File: config.mk
export PLATFORM = sky130hd
export DESIGN_NAME = cpu_state_regs
export DESIGN_NICKNAME = d
export VERILOG_FILES = /design/src/cpu_state_pkg.sv /design/src/cpu_state_regs.sv
export SDC_FILE = /design/constraint.sdc
export NUM_CORES = 1
export LEC_CHECK = 0
export ABC_AREA = 1
export BUFFER_PORTS_ARGS = -buffer_cell sky130_fd_sc_hd__clkbuf_2
export CAP_MARGIN = 0
export CORE_UTILIZATION = 52
export CTS_CLUSTER_SIZE = 16
export DETAILED_ROUTE_END_ITERATION = 10
export HOLD_SLACK_MARGIN = 0.02
export PLACE_DENSITY = 0.82
export SYNTH_ARGS = -nofsm -noshare
export SYNTH_HDL_FRONTEND = slang
export SYNTH_SLANG_ARGS = --single-unit
export TNS_END_PERCENT = 5
File: constraint.sdc
create_clock -name CLK -period 2.14 [get_ports CLK]
set_input_delay 0.321 -clock CLK [delete_from_list [all_inputs] [get_ports CLK]]
set_output_delay 0.321 -clock CLK [all_outputs]
set_load 0.01 [all_outputs]
File: src/cpu_state_pkg.sv
// Constants and types for the CPU state register block
// Assumes a 10 MHz single clock and an APB register bus
package cpu_state_pkg;

  // APB register byte offsets
  localparam logic [7:0]  OFS_SP     = 8'h00;
  localparam logic [7:0]  OFS_PC     = 8'h04;
  localparam logic [7:0]  OFS_CCR    = 8'h08;
  localparam logic [7:0]  OFS_STAT   = 8'h0C;

  // Reset values
  localparam logic [15:0] SP_RST     = 16'h00FF;
  localparam logic [7:0]  SP_LOW_RST = 8'hFF;
  localparam logic [7:0]  CCR_RST    = 8'h68;

  // Condition code field positions
  localparam int          CCR_V      = 7;
  localparam int          CCR_H      = 4;
  localparam int          CCR_I      = 3;
  localparam int          CCR_N      = 2;
  localparam int          CCR_Z      = 1;
  localparam int          CCR_C      = 0;
  localparam logic [7:0]  CCR_ONES   = 8'h60;

  // Flag write-enable positions
  localparam int          FW_V       = 4;
  localparam int          FW_H       = 3;
  localparam int          FW_N       = 2;
  localparam int          FW_Z       = 1;
  localparam int          FW_C       = 0;

  // Vector addresses
  localparam logic [15:0] VEC_RESET  = 16'hFFFE;
  localparam logic [15:0] VEC_BRK    = 16'hFFFC;
  localparam logic [15:0] VEC_BRK_MON = 16'hFEFC;
  localparam logic [15:0] VEC_IRQ_TOP = 16'hFFFA;

  // Sequencing counts
  localparam logic [12:0] STACK_BYTES = 13'h0005;
  localparam logic [12:0] STAB_CYCLES = 13'h1000;

  typedef enum logic [2:0] {
    ST_VECTOR,
    ST_RUN,
    ST_STACKING,
    ST_SET_MASK,
    ST_WAITING,
    ST_STOPPED,
    ST_RECOVER
  } cpu_state_t;

  typedef struct packed {
    cpu_state_t  state;
    logic [15:0] sp;
    logic [15:0] pc;
    logic [7:0]  condition_code_reg;
    logic [12:0] cnt;
    logic [15:0] ea;
    logic [15:0] vec;
    logic        vec_rd;
    logic [1:0]  irq_id;
    logic        swi_ld;
    logic        brk_act;
    logic        brk_pend;
    logic        clk_en;
    logic        sgn_lt;
    logic [7:0]  daa_adj;
    logic [31:0] prdata;
    logic        pready;
    logic        pslverr;
  } regs_t;

endpackage

File: src/cpu_state_regs.sv
// CPU programmer state: stack pointer, program counter, condition codes
// Driven by the core sequencer strobes; APB slave for register access
//
// What this block does
// - Stack pointer held at 00FF while in reset.
// - Reset-stack-low op sets low byte FF, high byte kept.
// - Push decrements stack pointer by one, pull increments by one.
// - Stack-relative address is stack pointer plus 8- or 16-bit offset.
// - Program counter increments per fetch; jumps and interrupts load targets.
// - After reset program counter loads from vector at FFFE/FFFF.
// - Condition code bits 6 and 5 always read one.
// - Overflow flag follows two's complement overflow; feeds signed compare.
// - Half carry from bit 3 to 4; decimal adjust uses it with carry.
// - Mask bit set blocks maskable interrupts; clear lets them in.
// - Interrupt entry stacks registers, then sets mask, then fetches vector.
// - Interrupt stacking excludes index high byte; only explicit ops move it.
// - With several requests pending, highest priority is serviced first.
// - Return from interrupt restores condition codes including mask.
// - Reset sets mask; clear-mask op, wait, stop, return from interrupt and APB writes can clear it.
// - Negative flag copies result bit 7.
// - Zero flag set when result is 00.
// - Carry flag from bit 7 carry or borrow, shifts and bit tests.
// - Wait clears mask, stops clock; interrupt wakeup stacks registers and sets mask.
// - Stop clears mask, stops clock; restart after stabilization delay.
// - Break loads software-interrupt op and vector FFFC or FEFC.
// - Break starts at instruction end; return ends it once request drops.
`timescale 1ns/1ps
module cpu_state_regs (
  input  wire logic        CLK,
  input  wire logic        RST,
  input  wire logic        PSEL,
  input  wire logic        PENABLE,
  input  wire logic        PWRITE,
  input  wire logic [7:0]  PADDR,
  input  wire logic [31:0] PWDATA,
  output logic      [31:0] PRDATA,
  output logic             PREADY,
  output logic             PSLVERR,
  input  wire logic        PUSH_EN,
  input  wire logic        PULL_EN,
  input  wire logic        RSP_EN,
  input  wire logic        FETCH_EN,
  input  wire logic        JUMP_EN,
  input  wire logic [15:0] JUMP_ADDR,
  input  wire logic [15:0] SP_OFS,
  input  wire logic        SP_OFS_WIDE,
  input  wire logic [7:0]  ALU_RESULT,
  input  wire logic        ALU_CARRY,
  input  wire logic        ALU_OVF,
  input  wire logic        ALU_HALF,
  input  wire logic [4:0]  FLAG_WE,
  input  wire logic [7:0]  ACC,
  input  wire logic        CLI_EN,
  input  wire logic        RTI_CCR_EN,
  input  wire logic [7:0]  PULL_DATA,
  input  wire logic        INSTR_LAST,
  input  wire logic [3:0]  IRQ_REQ,
  input  wire logic        WAIT_EN,
  input  wire logic        STOP_EN,
  input  wire logic        BRK_REQ,
  input  wire logic        MONITOR,
  input  wire logic        VEC_VALID,
  input  wire logic [15:0] VEC_DATA,
  output logic      [15:0] SP,
  output logic      [15:0] PC,
  output logic      [7:0]  CONDITION_CODE_REG,
  output logic      [15:0] EA,
  output logic      [15:0] VEC_ADDR,
  output logic             VEC_RD,
  output logic      [1:0]  IRQ_ID,
  output logic             SWI_LOAD,
  output logic             BRK_ACTIVE,
  output logic             CPU_CLK_EN,
  output logic             SIGNED_LT,
  output logic      [7:0]  DAA_ADJ
);
  import cpu_state_pkg::*;

  regs_t st_r;
  regs_t st_nxt;

  ////////////////////////////////////////////////////////////////////////
  // Lowest index wins
  function automatic logic [1:0] irq_pick(input logic [3:0] req);
    logic [1:0] id;
    id = 2'h3;
    for (int k = 3; k >= 0; k--) begin
      if (req[k]) begin
        id = 2'(k);
      end
    end
    return id;
  endfunction

  function automatic logic [15:0] irq_vec(input logic [1:0] id);
    return VEC_IRQ_TOP - {13'h0000, id, 1'b0};
  endfunction

  ////////////////////////////////////////////////////////////////////////
  logic       apb_acc;
  logic [7:0] alu_flags;

  always_comb begin
    st_nxt = st_r;
    st_nxt.swi_ld = 1'b0;
    st_nxt.pready = 1'b0;
    st_nxt.pslverr = 1'b0;
    apb_acc = PSEL && PENABLE && !st_r.pready;
    alu_flags = st_r.condition_code_reg;
    alu_flags[CCR_V] = ALU_OVF;
    alu_flags[CCR_H] = ALU_HALF;
    alu_flags[CCR_N] = ALU_RESULT[7];
    alu_flags[CCR_Z] = (ALU_RESULT == 8'h00);
    alu_flags[CCR_C] = ALU_CARRY;
    st_nxt.ea = st_r.sp + (SP_OFS_WIDE ? SP_OFS
                                       : {8'h00, SP_OFS[7:0]});
    if (st_r.state == ST_RUN && BRK_REQ && !INSTR_LAST && !st_r.brk_act) begin
      st_nxt.brk_pend = 1'b1;
    end
    unique case (st_r.state)
      ST_VECTOR: begin
        st_nxt.vec_rd = 1'b1;
        if (VEC_VALID && st_r.vec_rd) begin
          st_nxt.pc = VEC_DATA;
          st_nxt.vec_rd = 1'b0;
          st_nxt.state = ST_RUN;
        end
      end
      ST_RUN: begin
        if (PUSH_EN) begin
          st_nxt.sp = st_r.sp - 16'h0001;
        end else if (PULL_EN) begin
          st_nxt.sp = st_r.sp + 16'h0001;
        end
        if (RSP_EN) begin
          st_nxt.sp[7:0] = SP_LOW_RST;
        end
        if (JUMP_EN) begin
          st_nxt.pc = JUMP_ADDR;
        end else if (FETCH_EN) begin
          st_nxt.pc = st_r.pc + 16'h0001;
        end
        for (int f = 0; f < 5; f++) begin
          if (FLAG_WE[f]) begin
            st_nxt.condition_code_reg[(f == FW_V) ? CCR_V : f + ((f >= FW_H) ? 1 : 0)]
              = alu_flags[(f == FW_V) ? CCR_V : f + ((f >= FW_H) ? 1 : 0)];
          end
        end
        if (CLI_EN) begin
          st_nxt.condition_code_reg[CCR_I] = 1'b0;
        end
        if (RTI_CCR_EN) begin
          st_nxt.condition_code_reg = PULL_DATA;
          if (st_r.brk_act && !BRK_REQ) begin
            st_nxt.brk_act = 1'b0;
          end
        end
        if (INSTR_LAST && !st_r.brk_act && (st_r.brk_pend || BRK_REQ)) begin
          st_nxt.swi_ld = 1'b1;
          st_nxt.brk_act = 1'b1;
          st_nxt.brk_pend = 1'b0;
          st_nxt.vec = MONITOR ? VEC_BRK_MON : VEC_BRK;
          st_nxt.cnt = 13'h0000;
          st_nxt.state = ST_STACKING;
        end else if (INSTR_LAST && |IRQ_REQ && !st_r.condition_code_reg[CCR_I]) begin
          st_nxt.irq_id = irq_pick(IRQ_REQ);
          st_nxt.vec = irq_vec(irq_pick(IRQ_REQ));
          st_nxt.cnt = 13'h0000;
          st_nxt.state = ST_STACKING;
        end else if (WAIT_EN) begin
          st_nxt.condition_code_reg[CCR_I] = 1'b0;
          st_nxt.clk_en = 1'b0;
          st_nxt.state = ST_WAITING;
        end else if (STOP_EN) begin
          st_nxt.condition_code_reg[CCR_I] = 1'b0;
          st_nxt.clk_en = 1'b0;
          st_nxt.state = ST_STOPPED;
        end
      end
      ST_STACKING: begin
        // Five bytes: PC low, PC high, X, A, CONDITION_CODE_REG; H stays off the stack
        st_nxt.sp = st_r.sp - 16'h0001;
        st_nxt.cnt = st_r.cnt + 13'h0001;
        if (st_r.cnt == STACK_BYTES - 13'h0001) begin
          st_nxt.state = ST_SET_MASK;
        end
      end
      ST_SET_MASK: begin
        st_nxt.condition_code_reg[CCR_I] = 1'b1;
        st_nxt.vec_rd = 1'b0;
        st_nxt.state = ST_VECTOR;
      end
      ST_WAITING: begin
        if (|IRQ_REQ) begin
          st_nxt.clk_en = 1'b1;
          st_nxt.irq_id = irq_pick(IRQ_REQ);
          st_nxt.vec = irq_vec(irq_pick(IRQ_REQ));
          st_nxt.cnt = 13'h0000;
          st_nxt.state = ST_STACKING;
        end
      end
      ST_STOPPED: begin
        if (|IRQ_REQ) begin
          st_nxt.irq_id = irq_pick(IRQ_REQ);
          st_nxt.vec = irq_vec(irq_pick(IRQ_REQ));
          st_nxt.cnt = 13'h0000;
          st_nxt.state = ST_RECOVER;
        end
      end
      ST_RECOVER: begin
        st_nxt.cnt = st_r.cnt + 13'h0001;
        if (st_r.cnt == STAB_CYCLES - 13'h0001) begin
          st_nxt.clk_en = 1'b1;
          st_nxt.cnt = 13'h0000;
          st_nxt.state = ST_STACKING;
        end
      end
    endcase
    // APB slave, one wait state
    if (apb_acc) begin
      st_nxt.pready = 1'b1;
      st_nxt.prdata = 32'h0000_0000;
      unique case (PADDR)
        OFS_SP: begin
          st_nxt.prdata = {16'h0000, st_r.sp};
          if (PWRITE) begin
            st_nxt.sp = PWDATA[15:0];
          end
        end
        OFS_PC: begin
          st_nxt.prdata = {16'h0000, st_r.pc};
          if (PWRITE) begin
            st_nxt.pc = PWDATA[15:0];
          end
        end
        OFS_CCR: begin
          st_nxt.prdata = {24'h000000, st_r.condition_code_reg};
          if (PWRITE) begin
            st_nxt.condition_code_reg = PWDATA[7:0];
          end
        end
        OFS_STAT: begin
          st_nxt.prdata = {26'h0000000, st_r.brk_act, st_r.clk_en,
                           1'b0, st_r.state};
        end
        default: begin
          st_nxt.pslverr = 1'b1;
        end
      endcase
    end
    st_nxt.condition_code_reg = st_nxt.condition_code_reg | CCR_ONES;
    st_nxt.sgn_lt = st_nxt.condition_code_reg[CCR_N] ^ st_nxt.condition_code_reg[CCR_V];
    st_nxt.daa_adj = {((st_nxt.condition_code_reg[CCR_C] || ACC > 8'h99) ? 4'h6 : 4'h0),
                      ((st_nxt.condition_code_reg[CCR_H] || ACC[3:0] > 4'h9)
                       ? 4'h6 : 4'h0)};
  end

  ////////////////////////////////////////////////////////////////////////
  always_ff @(posedge CLK) begin
    if (RST) begin
      st_r <= '{state: ST_VECTOR, sp: SP_RST, pc: 16'h0000,
                condition_code_reg: CCR_RST, cnt: 13'h0000, ea: 16'h0000,
                vec: VEC_RESET, vec_rd: 1'b0, irq_id: 2'h0,
                swi_ld: 1'b0, brk_act: 1'b0, brk_pend: 1'b0,
                clk_en: 1'b1, sgn_lt: 1'b0, daa_adj: 8'h00,
                prdata: 32'h0000_0000, pready: 1'b0, pslverr: 1'b0};
    end else begin
      st_r <= st_nxt;
    end
  end

  assign PRDATA     = st_r.prdata;
  assign PREADY     = st_r.pready;
  assign PSLVERR    = st_r.pslverr;
  assign SP         = st_r.sp;
  assign PC         = st_r.pc;
  assign CONDITION_CODE_REG        = st_r.condition_code_reg;
  assign EA         = st_r.ea;
  assign VEC_ADDR   = st_r.vec;
  assign VEC_RD     = st_r.vec_rd;
  assign IRQ_ID     = st_r.irq_id;
  assign SWI_LOAD   = st_r.swi_ld;
  assign BRK_ACTIVE = st_r.brk_act;
  assign CPU_CLK_EN = st_r.clk_en;
  assign SIGNED_LT  = st_r.sgn_lt;
  assign DAA_ADJ    = st_r.daa_adj;

  ////////////////////////////////////////////////////////////////////////
  // Checks
  logic quiet_run;
  assign quiet_run = st_r.state == ST_RUN && !apb_acc && !INSTR_LAST
                     && !WAIT_EN && !STOP_EN && !RTI_CCR_EN && !CLI_EN;
endmodule

==> impl_metrics.env, run 1 <==
export IMPL_ys_types=54
export IMPL_grt_pass1_vias=8097
export IMPL_nNetsFinal=1578
export IMPL_crit_path_max_fanout=4
export IMPL_finalHoldViolations=0
export IMPL_grt_pass1_wl_um=38910
export IMPL_syn_cell_area_mm2=0.008065
export IMPL_firstDrtPassIters=7
export IMPL_grt_ovfl_total=0
export IMPL_cts_root_buffer="clkbuf_16"
export IMPL_synth_avg_cell_area_um2=6.341
export IMPL_cts_max_level=3
export IMPL_met3_length_um=2127
export IMPL_finalSetupTns_ns=0
export IMPL_vias_per_cell=5.566
export IMPL_netlist_instances=1272
export IMPL_wl_um=24540
export IMPL_leakage_nw=4.416
export IMPL_clk_pin_slew_ns=0.07
export IMPL_cap_violations=0
export IMPL_critPathArrivalTime_ns=2.27
export IMPL_utilization_pct=59.78
export IMPL_post_place_ws_ns=0.1123
export IMPL_cts_resized=0
export IMPL_first_iter_violations=854
export IMPL_ir_drop_mv=0.5928
export IMPL_worstMarginPinSlew_ns=0.6878
export IMPL_yosysSeqAreaShare_pct=25.32
export IMPL_postRouteAntennaNets=0
export IMPL_grt_usage_pct=30.58
export IMPL_clockBufferDepth=2
export IMPL_fin_skew_ns=0.008984
export IMPL_design_area_mm2=0.009054
export IMPL_dp_hpwl_um=18980
export IMPL_clock_latency_ns=0.37
export IMPL_status="completed"
export IMPL_layout_common_cells="nand2_1 (256), clkbuf_2 (210), inv_1 (133), a21oi_1 (120)"
export IMPL_synth_top_cell_by_area="dfxtp_1"
export IMPL_power_density_mw_per_mm2=1033
export IMPL_dieArea_mm2=0.01601
export IMPL_cts_hold_buffers_added=0
export IMPL_top_layer="met4"
export IMPL_hold_ws_ns=0.1951
export IMPL_slew_viol_final=0
export IMPL_place_area_mm2=0.008757
export IMPL_ys_ff_latch=102
export IMPL_drc=0
export IMPL_row_count=45
export IMPL_setup_violations=0
export IMPL_synth_edff_count=0
export IMPL_post_cts_buffers=0
export IMPL_worstSetupPathType="register to register"
export IMPL_start_kind="register"
export IMPL_grt_start_max_net_pins=58
export IMPL_start_util_pct=53.25
export IMPL_cts_sinks=102
export IMPL_final_common_cell="nand2_1"
export IMPL_portBuffers=210
export IMPL_timing_fmax_mhz=495.8
export IMPL_hp_class="input pin to register"
export IMPL_antenna_cells=0
export IMPL_wl_per_cell_um=15.27
export IMPL_worstPathRequired_ns=2.40
export IMPL_ios=264
export IMPL_cts_tree="done"
export IMPL_core_area_mm2=0.01515
export IMPL_synthDominantCellAreaShare_pct=25.32
export IMPL_yosysWarnings=0
export IMPL_ys_top_cells_by_area="dfxtp_1 (25%), nand2_1 (12%), buf_4 (11%)"
export IMPL_cts_made_buffers=9
export IMPL_fin_crit_sh_pct=94.24
export IMPL_period_minus_slack_ns=2.017
export IMPL_antenna_found_initial=0
export IMPL_ys_async_sr_fraction_pct=0
export IMPL_n_fill_cell=1508
export IMPL_cp_end_kind="register"
export IMPL_dr_wl_met2_um=11680
export IMPL_layout_setup_ws_ns=0.1232
export IMPL_grt_setup_unrepaired="false"
export IMPL_area_growth_pct=12.26
export IMPL_slew_headroom_pct=54.15
export IMPL_die_y_um=126.5
export IMPL_finalWeightedCongestion=0.9432
export IMPL_synth_main_ff_cell="dfxtp_1"
export IMPL_num_vias=8944
export IMPL_fp_dieW_um=126.5
export IMPL_wl_met1_um=9783
export IMPL_final_layout_size_suffix_gt1_share_pct=21.85
synth_stat cells (2+ instances only):
cell and n:
buf_1 5, o21bai_1 2, nand2_1 256, o211ai_1 21, a31oi_1 8, o21a_1 5
clkbuf_1 21, nor2_4 6, nor3_1 14, o221ai_1 2, inv_2 14, or2_2 3
o21ai_1 3, a21o_1 2, o22ai_1 15, and2_1 2, nor3_2 2, o31ai_1 5
dfxtp_1 102, o21ai_0 107, buf_2 10, nand3_1 87, buf_4 116, nor3b_1 4
xor2_1 9, a221oi_1 2, nor2_2 7, nand4_1 26, nand3_2 2, conb_1 2
a211oi_1 4, a21oi_1 120, inv_1 133, o2111ai_1 5, a21boi_0 2, nor2_1 108
ha_1 20, nor4_1 4
final cells by class:
cell class | instances | area, um^2 | share of cell area [%]
tap | 188 | 235.2 | 2.598
multi-input combinational | 901 | 4563 | 50.40
timing repair buffer | 252 | 1366 | 15.09
clock inverter | 5 | 58.81 | 0.6495
clock buffer | 11 | 232.7 | 2.570
inverter | 148 | 555.5 | 6.136
sequential | 102 | 2042 | 22.55
power breakdown:
group          internal, mW  leakage (nW)  switching, mW  total, mW
registers              2.32         0.833          0.461       2.78
logic                  1.78          3.45           3.10       4.89
clock network         0.911         0.136          0.775       1.69
worst paths after layout:
path | startpoint | endpoint | slack, ns | cells after the start
min reg2reg | IRQ_ID[1] | IRQ_ID[1] | 0.46 | 2
min | ACC[7] | DAA_ADJ[5] | 0.20 | 2
max reg2reg | SP[0] | EA[10] | 0.12 | 11
max | SP[0] | EA[10] | 0.12 | 11
critical path, cell delays in order (launching register included):
cell and delay [ns]:
dfxtp_1 0.33, ha_1 0.16, inv_1 0.06, fa_1 0.36, inv_1 0.09, nand3_1 0.07
nand2_1 0.10, a21oi_1 0.13, o21ai_1 0.24, a21boi_0 0.15, o21ai_0 0.17, nor2_1 0.05
flip-flops by register name, summed over array words and instances (netlist names), 2 cells and up:
name / flops
PRDATA: 16
IRQ_ID: 2
PC: 16
DAA_ADJ: 2
st_r: 17
SP: 16
EA: 16
VEC_ADDR: 4
CONDITION_CODE_REG: 6
per-layer routing:
metal  vias up  track usage (%)
met1      4001            37.35
li1       4402                -
met3        73            5.947
met5         -                0
met4         0            16.23
met2       468            50.93
per-stage QoR:
| step | std cells | total power [mW] |
|---|---|---|
| finish | 1607 | 9.352 |
| global route | 1607 | 10.07 |
| CTS | 1607 | 9.283 |
| detailed placement | 1591 | 7.605 |
| global placement | 1591 | 7.509 |
| floorplan | 1304 | 6.479 |
kinds of logic (layout without fill, tap and decap cells):
| kind of cell | after synthesis | in the layout | share of synthesized area, % |
|---|---|---|---|
| other | 2 | 34 | 0.09312 |
| and+or+nand+nor | 525 | 525 | 28.59 |
| adders and majority gates | 21 | 21 | 3.351 |
| AOI/OAI and AO/OA | 312 | 312 | 22.01 |
| DFF | 102 | 102 | 25.32 |
| xor gates and xnor gates | 9 | 9 | 0.9774 |
| buffers and inverters | 301 | 416 | 19.66 |
Note: power is estimated with default switching activity, not from simulation.
==> run 2: changes to the inputs <==
--- a/config.mk
+++ b/config.mk
@@ -8,2 +8,3 @@
 export ABC_AREA = 1
+export ABC_CLOCK_PERIOD_IN_PS = 2140
 export BUFFER_PORTS_ARGS = -buffer_cell sky130_fd_sc_hd__clkbuf_2
==> constraint.sdc (replaced) <==
create_clock -name CLK -period 2.14 [get_ports CLK]
set_input_delay 0.107 -clock CLK [delete_from_list [all_inputs] [get_ports CLK]]
set_output_delay 0.107 -clock CLK [all_outputs]
set_load 0.01 [all_outputs]
==> impl_metrics.env, run 2 (same netlist as run 1, synthesis figures left out) <==
export IMPL_vias_per_cell=5.572
export IMPL_clock_latency_ns=0.36
export IMPL_final_layout_size_suffix_gt1_share_pct=21.56
export IMPL_power_density_mw_per_mm2=1022
export IMPL_ios=264
export IMPL_fp_dieW_um=126.5
export IMPL_grt_ovfl_total=0
export IMPL_cts_tree="done"
export IMPL_fin_crit_sh_pct=91.26
export IMPL_slew_viol_final=0
export IMPL_met2_usage_pct=51.74
export IMPL_start_util_pct=53.25
export IMPL_num_vias=8955
export IMPL_postRouteAntennaNets=0
export IMPL_ff_latch_area_mm2=0.002042
export IMPL_grt_setup_unrepaired="true"
export IMPL_ir_drop_mv=0.5235
export IMPL_dieArea_mm2=0.01601
export IMPL_post_cts_buffers=0
export IMPL_clockPowerShare_pct=17.4
export IMPL_clockBufferDepth=2
export IMPL_portBuffers=210
export IMPL_drc=0
export IMPL_n_fill_cell=1464
export IMPL_firstDrtPassIters=8
export IMPL_total_power_mw=9.267
export IMPL_top_usage_layer="met2"
export IMPL_startpoint="SP[2]"
export IMPL_grt_pass1_wl_um=38630
export IMPL_hp_class="input pin to register"
export IMPL_die_y_um=126.5
export IMPL_pwr_share_seq_pct=29.8
export IMPL_dp_hpwl_um=18890
export IMPL_largest_register="st_r"
export IMPL_holdCritStartpoint="PWDATA[5]"
export IMPL_wl_per_cell_um=15.32
export IMPL_cap_violations=0
export IMPL_cts_sinks=102
export IMPL_finalWeightedCongestion=0.9728
export IMPL_timing_fmax_mhz=512.1
export IMPL_reg2reg_depth=8
export IMPL_clk_pin_slew_ns=0.08
export IMPL_timing_rr_end="EA[9]"
export IMPL_area_growth_pct=12.38
export IMPL_crit_path_max_fanout=6
export IMPL_slew_headroom_pct=53.14
export IMPL_gr_usage_met3_pct=4.218
export IMPL_core_area_mm2=0.01515
export IMPL_multi_input_area_mm2=0.004566
export IMPL_period_minus_slack_ns=1.953
export IMPL_cp_end_kind="register"
export IMPL_hold_ws_ns=0.03164
export IMPL_largest_reg_flops=17
export IMPL_worstMarginPinSlew_ns=0.7030
export IMPL_fin_skew_ns=0.009043
export IMPL_first_iter_violations=853
export IMPL_cts_root_buffer="clkbuf_16"
export IMPL_critPathArrivalTime_ns=2.24
export IMPL_antenna_cells=0
export IMPL_grt_start_max_net_pins=58
export IMPL_r2r_start="SP[2]"
export IMPL_start_kind="register"
export IMPL_finalHoldViolations=0
export IMPL_r2r_slack_ns=0.19
export IMPL_worstPathRequired_ns=2.43
export IMPL_worstSetupPathType="register to register"
export IMPL_cts_made_buffers=9
export IMPL_setup_violations=0
export IMPL_holdPathEnd="PC[5]"
export IMPL_antenna_found_initial=0
export IMPL_p_switching_mw=4.372
export IMPL_cts_max_level=3
export IMPL_pwr_share_comb_pct=52.8
export IMPL_power_internal_mw=4.896
export IMPL_grt_usage_pct=30.28
export IMPL_met1_usage_pct=37.75
export IMPL_final_common_cell="nand2_1"
export IMPL_status="completed"
export IMPL_wl_um=24630
export IMPL_leakage_nw=4.412
export IMPL_utilization_pct=59.84
export IMPL_row_count=45
export IMPL_layout_common_cells="nand2_1 (256), clkbuf_2 (210), inv_1 (133), a21oi_1 (120)"
export IMPL_nNetsFinal=1578
export IMPL_grt_pass1_vias=7956
export IMPL_swShare_pct=47.17
export IMPL_holdPathStages=3
-- run 2: changes by cell type in the layout (fill, tap and decap cells not counted), moves of 2 or more --
cell	before	now
buf_4	42	35
dlygate4sd3_1	0	7
clkbuf_1	2	0
clkinv_4	0	2
inv_6	1	3
-- run 2: stage by stage --
stage	setup slack, ns	area [um^2]	TNS, ns	std cells
after floorplan	0.1855	8185	0	1304
after global placement	0.1680	8705	0	1584
after detailed placement	0.1190	8705	0	1584
after CTS	0.1048	9056	0	1607
after global routing	-0.007618	9064	-0.007618	1607
final	0.1871	9064	0	1607
-- run 2: area by class of cell --
type	count	share of cell area, %
multi-input cells	901	50.37
flip-flops and latches	102	22.53
repair buffers	252	15.27
inverters	148	6.129
well taps	188	2.595
clock buffers	9	2.485
clock inverters	7	0.6212
-- run 2: worst max path at each step --
stage                   to  slack, ns  cells after the start
floorplan           EA[10]       0.19                     11
global placement    EA[10]       0.17                     11
detailed placement  EA[10]       0.12                     11
CTS                 EA[10]       0.10                     11
global route         SP[8]     -0.008                     12
finish               EA[9]       0.19                      8
-- run 2: critical path, stage by stage (launching register included) --
cell and delay, ns:
dfxtp_1 0.48, ha_1 0.34, a21oi_1 0.14, nand2_1 0.11
a21oi_1 0.20, o21ai_1 0.15, a21oi_1 0.20, o21ai_0 0.11
nor2_1 0.14
-- run 2: timing repair --
action	in CTS	in global routing
gates resized for setup	0	5
endpoints found under the setup margin	0	10
endpoints found under the hold margin	6	0
hold buffers	7	0
-- run 2: power groups by stage --
stage | registers, mW | logic, mW | clock network [mW]
finish | 2.76 | 4.89 | 1.62
global route | 2.81 | 5.44 | 1.72
CTS | 2.75 | 4.81 | 1.64
detailed placement | 2.79 | 4.79 | 0
global placement | 2.78 | 4.71 | 0
floorplan | 2.68 | 3.80 | 0
-- run 2: metal layers --
layer,routed length (um),share of wire [%],up-vias
li1,-,-,4400
met1,10070,41,4012
met2,11800,48,468
met3,1979,8.0,75
met4,782,3.2,0
met5,0,0,-
